$ cat src/core/apm_regs.svh
`ifndef APM_REGS_SVH
`define APM_REGS_SVH
// Function
// - a new row needs a fresh chip-select fall or an upper address change.
// - random accesses with chip select low are spaced by the random cycle time.
// - host holds valid write data when chip select or write strobe rises.
// - host meets the access time before ending a write.
// - host gives every word write its own write strobe pulse.
// - page writes: more strobe pulses with new columns write the open row.
// - host holds chip select high for the precharge time between accesses.
// - host finishes accesses before sleep and waits the wake delay after it.

`define APM_ADDR_W         16
`define APM_DATA_W         16
`define APM_COL_W          2
`define APM_CNT_W          8
`define APM_CLK_NS         40
// timing figures, plain defaults, in ns
`define APM_ADDR_ACCESS_NS 100
`define APM_PAGE_ACCESS_NS 50
`define APM_PRECHARGE_NS   40
`define APM_RANDOM_CYC_NS  120
`define APM_WAKE_NS        1000
// least times round up to whole clock cycles
`define APM_ACC_CYC  ((`APM_ADDR_ACCESS_NS + `APM_CLK_NS - 1) / `APM_CLK_NS)
`define APM_PAGE_CYC ((`APM_PAGE_ACCESS_NS + `APM_CLK_NS - 1) / `APM_CLK_NS)
`define APM_PC_CYC   ((`APM_PRECHARGE_NS + `APM_CLK_NS - 1) / `APM_CLK_NS)
`define APM_RC_CYC   ((`APM_RANDOM_CYC_NS + `APM_CLK_NS - 1) / `APM_CLK_NS)
`define APM_WAKE_CYC ((`APM_WAKE_NS + `APM_CLK_NS - 1) / `APM_CLK_NS)
`define APM_BE_OFF   2'h3
`endif

$ cat src/core/apm_pkg.sv
`include "apm_regs.svh"
package apm_pkg;
  typedef enum logic [2:0] {
    APM_IDLE, APM_SETUP, APM_ACC, APM_HOLD, APM_OPEN, APM_PRE, APM_SLEEP, APM_WAKE
  } apm_state_t;

  typedef struct packed {
    logic                    write;
    logic [`APM_ADDR_W-1:0]  addr;
    logic [`APM_DATA_W-1:0]  wdata;
    logic [1:0]              be_n;
  } apm_req_t;

  typedef struct packed {
    logic [`APM_ADDR_W-1:0]  addr;
    logic                    ce_n;
    logic                    we_n;
    logic                    oe_n;
    logic                    high_byte_sel_n;
    logic                    low_byte_sel_n;
    logic                    sleep_request_n;
    logic [`APM_DATA_W-1:0]  dq_out;
    logic                    dq_oe_n;
  } apm_pins_t;
endpackage

$ cat src/core/apm_host.sv
`include "apm_regs.svh"
module apm_host
  import apm_pkg::*;
(
  input  wire logic                   sys_clk,
  input  wire logic                   rst_n,
  input  wire logic                   req_valid,
  output      logic                   req_ready,
  input  wire apm_req_t               req,
  output      logic                   rsp_valid,
  output      logic [`APM_DATA_W-1:0] rsp_data,
  input  wire logic                   sleep_req,
  output      logic [`APM_ADDR_W-1:0] mem_addr,
  output      logic                   mem_ce_n,
  output      logic                   mem_we_n,
  output      logic                   mem_oe_n,
  output      logic                   high_byte_sel_n,
  output      logic                   low_byte_sel_n,
  output      logic                   sleep_request_n,
  output      logic [`APM_DATA_W-1:0] dq_out,
  output      logic                   dq_oe_n,
  input  wire logic [`APM_DATA_W-1:0] dq_in
);
  localparam apm_pins_t PINS_RST = '{
    addr: '0, ce_n: 1'b1, we_n: 1'b1, oe_n: 1'b1, high_byte_sel_n: 1'b1,
    low_byte_sel_n: 1'b1, sleep_request_n: 1'b1, dq_out: '0, dq_oe_n: 1'b1};

  apm_state_t             st_ff,      nxt_st;
  apm_pins_t              pins_ff,    nxt_pins;
  apm_req_t               req_ff,     nxt_req;
  logic                   page_ff,    nxt_page;
  logic [`APM_CNT_W-1:0]  cnt_ff,     nxt_cnt;
  logic [`APM_CNT_W-1:0]  rc_ff,      nxt_rc;
  logic                   rsp_v_ff,   nxt_rsp_v;
  logic [`APM_DATA_W-1:0] rsp_d_ff,   nxt_rsp_d;
  logic                   same_row;
  logic                   take;

  // row is the address above the column bits
  assign same_row  = req.addr[`APM_ADDR_W-1:`APM_COL_W] ==
                     pins_ff.addr[`APM_ADDR_W-1:`APM_COL_W];
  assign req_ready = !sleep_req && ((st_ff == APM_IDLE) ||
                     (st_ff == APM_OPEN && same_row));
  assign take      = req_valid && req_ready;

  always_comb begin
    nxt_st    = st_ff;
    nxt_pins  = pins_ff;
    nxt_req   = req_ff;
    nxt_page  = page_ff;
    nxt_cnt   = cnt_ff;
    nxt_rc    = (rc_ff != '0) ? rc_ff - 1'b1 : rc_ff;
    nxt_rsp_v = 1'b0;
    nxt_rsp_d = rsp_d_ff;
    if (take) begin
      // address, byte selects and write data settle one cycle before strobes
      nxt_req                  = req;
      nxt_page                 = (st_ff == APM_OPEN);
      nxt_pins.addr            = req.addr;
      nxt_pins.high_byte_sel_n = req.be_n[1];
      nxt_pins.low_byte_sel_n  = req.be_n[0];
      nxt_pins.dq_out          = req.wdata;
      nxt_pins.dq_oe_n         = !req.write;
      nxt_st                   = APM_SETUP;
    end
    unique case (st_ff)
      APM_IDLE: begin
        if (sleep_req) begin
          nxt_pins.sleep_request_n = 1'b0;
          nxt_st                   = APM_SLEEP;
        end
      end
      APM_SETUP: begin
        nxt_pins.ce_n = 1'b0;
        nxt_pins.we_n = !req_ff.write;
        nxt_pins.oe_n = req_ff.write;
        if (page_ff) begin
          nxt_cnt = `APM_CNT_W'(`APM_PAGE_CYC - 1);
        end else begin
          nxt_cnt = `APM_CNT_W'(`APM_ACC_CYC - 1);
          nxt_rc  = `APM_CNT_W'(`APM_RC_CYC - 1);
        end
        nxt_st = APM_ACC;
      end
      APM_ACC: begin
        if (cnt_ff != '0) begin
          nxt_cnt = cnt_ff - 1'b1;
        end else if (req_ff.write) begin
          nxt_pins.we_n = 1'b1;
          nxt_st        = APM_HOLD;
        end else begin
          nxt_rsp_v     = 1'b1;
          nxt_rsp_d     = dq_in;
          nxt_pins.oe_n = 1'b1;
          nxt_st        = APM_OPEN;
        end
      end
      APM_HOLD: begin
        nxt_pins.dq_oe_n = 1'b1;
        nxt_st           = APM_OPEN;
      end
      APM_OPEN: begin
        if (!take) begin
          // other row, sleep or nothing to do: close the row by precharge
          nxt_pins.ce_n = 1'b1;
          nxt_cnt       = `APM_CNT_W'(`APM_PC_CYC - 1);
          nxt_st        = APM_PRE;
        end
      end
      APM_PRE: begin
        if (cnt_ff != '0) begin
          nxt_cnt = cnt_ff - 1'b1;
        end else if (rc_ff == '0) begin
          nxt_st = APM_IDLE;
        end
      end
      APM_SLEEP: begin
        if (!sleep_req) begin
          nxt_pins.sleep_request_n = 1'b1;
          nxt_cnt                  = `APM_CNT_W'(`APM_WAKE_CYC - 1);
          nxt_st                   = APM_WAKE;
        end
      end
      APM_WAKE: begin
        if (cnt_ff != '0) begin
          nxt_cnt = cnt_ff - 1'b1;
        end else begin
          nxt_st = APM_IDLE;
        end
      end
    endcase
  end

  always_ff @(posedge sys_clk or negedge rst_n) begin
    if (!rst_n) begin
      st_ff    <= APM_IDLE;
      pins_ff  <= PINS_RST;
      req_ff   <= '0;
      page_ff  <= 1'b0;
      cnt_ff   <= '0;
      rc_ff    <= '0;
      rsp_v_ff <= 1'b0;
      rsp_d_ff <= '0;
    end else begin
      st_ff    <= nxt_st;
      pins_ff  <= nxt_pins;
      req_ff   <= nxt_req;
      page_ff  <= nxt_page;
      cnt_ff   <= nxt_cnt;
      rc_ff    <= nxt_rc;
      rsp_v_ff <= nxt_rsp_v;
      rsp_d_ff <= nxt_rsp_d;
    end
  end

  assign rsp_valid       = rsp_v_ff;
  assign rsp_data        = rsp_d_ff;
  assign mem_addr        = pins_ff.addr;
  assign mem_ce_n        = pins_ff.ce_n;
  assign mem_we_n        = pins_ff.we_n;
  assign mem_oe_n        = pins_ff.oe_n;
  assign high_byte_sel_n = pins_ff.high_byte_sel_n;
  assign low_byte_sel_n  = pins_ff.low_byte_sel_n;
  assign sleep_request_n = pins_ff.sleep_request_n;
  assign dq_out          = pins_ff.dq_out;
  assign dq_oe_n         = pins_ff.dq_oe_n;

  // helper counters read only by the checks below
  int ce_hi_cnt;
  int we_lo_cnt;
  int ce_lo_cnt;
  int awake_cnt;
  always_ff @(posedge sys_clk or negedge rst_n) begin
    if (!rst_n) begin
      ce_hi_cnt <= 0;
      we_lo_cnt <= 0;
      ce_lo_cnt <= 0;
      // the memory counts as long awake out of reset
      awake_cnt <= 255;
    end else begin
      ce_hi_cnt <= mem_ce_n ? ((ce_hi_cnt < 255) ? ce_hi_cnt + 1 : ce_hi_cnt) : 0;
      we_lo_cnt <= !mem_we_n ? ((we_lo_cnt < 255) ? we_lo_cnt + 1 : we_lo_cnt) : 0;
      ce_lo_cnt <= !mem_ce_n ? ((ce_lo_cnt < 255) ? ce_lo_cnt + 1 : ce_lo_cnt) : 0;
      awake_cnt <= sleep_request_n ?
                   ((awake_cnt < 255) ? awake_cnt + 1 : awake_cnt) : 0;
    end
  end
endmodule

$ cat config.mk
export PLATFORM = sky130hd
export DESIGN_NAME = apm_host
export DESIGN_NICKNAME = d
export VERILOG_FILES = /design/src/core/apm_pkg.sv /design/src/core/apm_host.sv
export VERILOG_INCLUDE_DIRS = /design/src /design/src/core
export SDC_FILE = /design/constraint.sdc
export NUM_CORES = 1
export LEC_CHECK = 0
export ABC_AREA = 1
export BUFFER_PORTS_ARGS = -buffer_cell sky130_fd_sc_hd__buf_2
export CAP_MARGIN = 25
export CORE_ASPECT_RATIO = 0.6
export CORE_MARGIN = 4
export CORE_UTILIZATION = 55
export DETAILED_ROUTE_END_ITERATION = 7
export PLACE_DENSITY = 0.87
export SLEW_MARGIN = 20
export SYNTH_ARGS = -nofsm -noshare
export SYNTH_HDL_FRONTEND = slang
export SYNTH_SLANG_ARGS = --single-unit
$ cat constraint.sdc
create_clock -name sys_clk -period 4.89 [get_ports sys_clk]
set_clock_uncertainty 0.1 [all_clocks]
set_input_delay 0.978 -clock sys_clk [delete_from_list [all_inputs] [get_ports sys_clk]]
set_output_delay 0.978 -clock sys_clk [all_outputs]
set_load 0.005 [all_outputs]
# Word level (Yosys, flattened, before mapping)
# Index checks and enable logic that the tools add are counted.
# totals
regBits,77
inputBits,55
out_inout_bits,57
# classes
add_sub_neg,2
eq_ne,15
muxes,32
bitwise_logic,2
reduce_logical,23
# op_table
cell,n
8-bit 2-to-1 mux,6
8-bit one-hot mux with 4 select lines,1
3-bit 2-to-1 mux,9
3-bit one-hot mux with 8 select lines,1
8-bit nonzero test,2
8-bit by 1-bit subtractor with 8-bit output (second input constant),2
14-bit equality test,1
3-bit equality test (second input constant),4
2-bit != test (second input constant),6
3-bit AND reduction,4
1-bit 2-to-1 mux,10
8-bit zero test,1
2-bit nonzero test,4
3-bit by 2-bit equality test with 1-bit output (second input constant),2
2-bit 2-to-1 mux,2
1-bit one-hot mux with 2 select lines,2
2-bit one-hot mux with 2 select lines,1
4-bit AND reduction,1
4-bit nonzero test,1
3-bit by 1-bit equality test with 1-bit output (second input constant),1
1-bit logical AND,3
1-bit zero test,3
3-bit zero test,1
3-bit OR reduction,1
other kinds (4),5

# Longest topological paths before layout
# depth
ltp_word,9
mapped_depth,15
ltp_nobuf,14

# Worst setup path before layout
# Ideal clock, no wire load.
# synth_path
path_type,input -> output
startpoint,input port sleep_req
endpoint,output port req_ready
t_arrival_ps,1479
required_ps,3812
path_slack_ps,2333
path_stages,7
cell_sequence,inv_1 nand2_1 nor2_1 nand2_1 nor2_1 nand2_1 nand2_2
# synth_between
elab_chain_len,2
# synth_lines
item,line,source
start: declaration,apm_host.sv:12,"input wire logic sleep_req,"
1-bit zero test,--,
1-bit logical AND,apm_host.sv:42,assign req_ready = !sleep_req && ((st_ff == APM_IDLE) ||
end: declaration,apm_host.sv:8,"output logic req_ready,"
# No other way between the ends.

# Worst setup path after layout
# layout_path
startpoint,input port req[31] (netlist name)
endpoint,output port req_ready
# layout_between
elab_chain_len,4
# layout_lines
item,line,source
start: declaration,apm_host.sv:9,"input wire apm_req_t req,"
14-bit equality test,apm_host.sv:40,assign same_row = req.addr[`APM_ADDR_W-1:`APM_COL_W] ==
1-bit logical AND,apm_host.sv:43,(st_ff == APM_OPEN && same_row));
1-bit logical OR,apm_host.sv:42,
1-bit logical AND,apm_host.sv:42,
# No other way between the ends.

==> results_dict.tcl <==
set metrics [dict create \
    fin_util_pct 71.44 \
    antenna_found_initial 0 \
    cts_inserted_buffers 9 \
    synth_area_leaders "dfrtp_1, nand2_1, inv_1, dfstp_2, nor2_1" \
    max_cap_viol_count 0 \
    p_leak_nw 2.563 \
    firstDrtPassIters 5 \
    relSlewSlack_pct 65.99 \
    placeableCoreArea_um2 6304 \
    ys_ff_latch 77 \
    grt_max_degree 78 \
    die-width_um 113.7 \
    m1WireLength_um 3725 \
    vdd_ir_drop_max_mv 0.3801 \
    rsz0062_at_grt "false" \
    synthCells 476 \
    setup_ws_ns 2.019 \
    avgSynthCellArea_um2 7.741 \
    tns_ns 0 \
    overflow 0 \
    drc 0 \
    path_clk_slew_ns 0.08 \
    worstSetupStartpointType "input pin" \
    initial_core_util_pct 58.46 \
    min_path_type "reg2reg" \
    post_cts_resize_count 0 \
    nets 647 \
    crit_type "in2out" \
    hold_buffers 0 \
    io_pins 112 \
    rows 22 \
    path_max_fanout 2 \
    setup_viol 0 \
    die_area_um2 8116 \
    grt_pass1_vias 3205 \
    highest-signal-layer "met4" \
    cts_post_setup_buffers_inserted 0 \
    synth_largest_area_cell "dfrtp_1" \
    cts_tree "yes" \
    fin_crit_sh_pct 58.71 \
    drive_gt1_share_pct 25.97 \
    synthDistinctLibCells 30 \
    track_usage_pct 21.79 \
    portBuffers 111 \
    cts_max_level 3 \
    ys_seq_area_share_pct 52.53 \
    worst_pin_slew_ns 0.5101 \
    dp_hpwl_um 6297 \
    yosysWarnings 0 \
    drt_iter0_markers 200 \
    power.density_nw_per_um2 623.5 \
    antenna_left 0 \
    syn2layout_area_growth_pct 22.21 \
    yosysTopAreaCellShare_pct 47.54 \
    via_count 3310 \
    wl_um 8433 \
    grt_pass1_wl_um 14150 \
    synth.net_count 535 \
    dr_wl_met3_um 904 \
    cts_root_buf "clkbuf_8" \
    required_ns 3.81 \
    wire_per_inst_um 12.46 \
    arrival_ns 1.79 \
    clkLatencyLatePin_ns 0.34 \
    hold_viol 0 \
    fin_total_pwr_mw 2.808 \
    place_ws_ns 2.006 \
    clock.fmax_mhz 348.3 \
    cts_buffer_depth 2 \
    gp_congestion 0.9070 \
    die_h_um 71.40 \
    syn_area_um2 3685 \
    fill_cells 501 \
    drv_slew 0 \
    wl_met2_um 3725 \
    status "finished, final reports clean" \
    period_needed_ns 2.871 \
    routed_via_density 4.889 \
    cts_sinks 77 \
    worst_setup_path_end_kind "output port" \
    antennaDiodeCount 0 \
]
## worst paths after layout
| kind | from | end | slack [ns] | cells after the start |
|---|---|---|---|---|
| worst max-delay path | req[31] | req_ready | 2.02 | 10 |
| worst min register to register | rsp_data[14] | rsp_data[14] | 0.37 | 2 |
| min in group asynchronous | rst_n | rsp_data[3] | 0.51 | 1 |
| worst max register to register | st_ff[0] | cnt_ff[2] | 2.60 | 13 |
| max in group asynchronous | rst_n | dq_oe_n | 3.55 | 2 |
| worst min-delay path | rsp_data[14] | rsp_data[14] | 0.37 | 2 |
## registers in the layout (all words and copies together), names as in the netlist
name,count
cnt_ff,8
rsp_data,16
mem_addr,16
page_ff,1
mem_ce_n,1
req_ff,1
rc_ff,8
mem_oe_n,1
mem_we_n,1
dq_oe_n,1
dq_out,16
rsp_valid,1
low_byte_sel_n,1
high_byte_sel_n,1
sleep_request_n,1
st_ff,3
## power breakdown
group | leakage [nW] | switching (mW) | internal (mW)
clock network | 0.106 | 0.225 | 0.249
logic | 1.53 | 0.696 | 0.483
registers | 0.930 | 0.205 | 0.950
## kinds of logic (layout without fill, tap and decap cells)
group / after synthesis / in the layout / share of synthesized area (%)
AOI/OAI and AO/OA: 49 / 49 / 7.233
xor gates and xnor gates: 7 / 7 / 1.664
adders and majority gates: 4 / 4 / 1.358
buffers and inverters: 71 / 188 / 8.013
DFF: 77 / 77 / 52.53
and+or+nand+nor: 268 / 268 / 29.20
## worst max-delay path: stages
cell     delay [ns]
buf_2          0.09
inv_1          0.05
nand2_1        0.06
o21ai_0        0.08
nor2_1         0.11
nand2_1        0.06
nor2_1         0.10
nand2_1        0.07
nand2_2        0.08
buf_2          0.11
## stage by stage
step / hold WS [ns] / instances / cell area (um^2)
5_1_grt: 0.3992 / 677 / 4503
6_report: 0.3705 / 677 / 4503
3_3_place_gp: 0.3484 / 660 / 4283
3_5_place_dp: 0.3554 / 660 / 4283
2_1_floorplan: 0.3550 / 476 / 3685
4_1_cts: 0.3740 / 676 / 4483
## Yosys cell counts (all sizes together)
cell	number
nor4	1
a21oi	9
buf	9
nand3	8
o21ai	34
o22ai	1
clkbuf	2
dfstp	7
nor3	3
inv	60
a31oi	3
o21bai	1
or2	4
nand2	205
xnor2	2
o211ai	1
xor2	5
nand3b	1
dfrtp	70
nor2	46
ha	4
## layer usage
metal / global-route usage [%] / vias to the layer above
li1: - / 1664
met5: 0 / -
met4: 5.733 / 0
met2: 34.96 / 143
met3: 8.692 / 8
met1: 27.84 / 1495
## layout by cell type, fill, tap and decap left out
master,synthesis,layout
a21oi_2,1,1
nand2_2,2,2
clkinv_2,0,3
nand3b_1,1,1
nor2_1,43,43
nor2_4,1,1
o21ai_2,2,2
dfrtp_1,70,70
or2_2,4,4
xor2_1,5,5
nand2_4,3,3
o21bai_1,1,1
inv_2,3,3
a21oi_1,8,8
bufinv_16,0,1
clkinv_4,0,2
nor4_1,1,1
inv_1,56,56
nor2_2,2,2
clkbuf_8,0,10
inv_6,1,1
ha_1,4,4
o21ai_0,32,32
o211ai_1,1,1
dfstp_2,7,7
xnor2_1,2,2
nor3_1,3,3
a31oi_1,3,3
nand2_1,200,200
buf_2,7,110
buf_4,0,1
buf_12,0,1
nand3_1,8,8
o22ai_1,1,1
## cell type report
type / count / area (um^2) / share of cell area, %
flip-flops and latches: 77 / 1936 / 42.98
multi-input cells: 328 / 1454 / 32.29
clock inverters: 6 / 62.56 / 1.389
inverters: 60 / 230.2 / 5.113
clock buffers: 10 / 137.6 / 3.056
well taps: 84 / 105.1 / 2.334
repair buffers: 112 / 578.1 / 12.84
No activity file was read; power rests on OpenSTA's default activity.
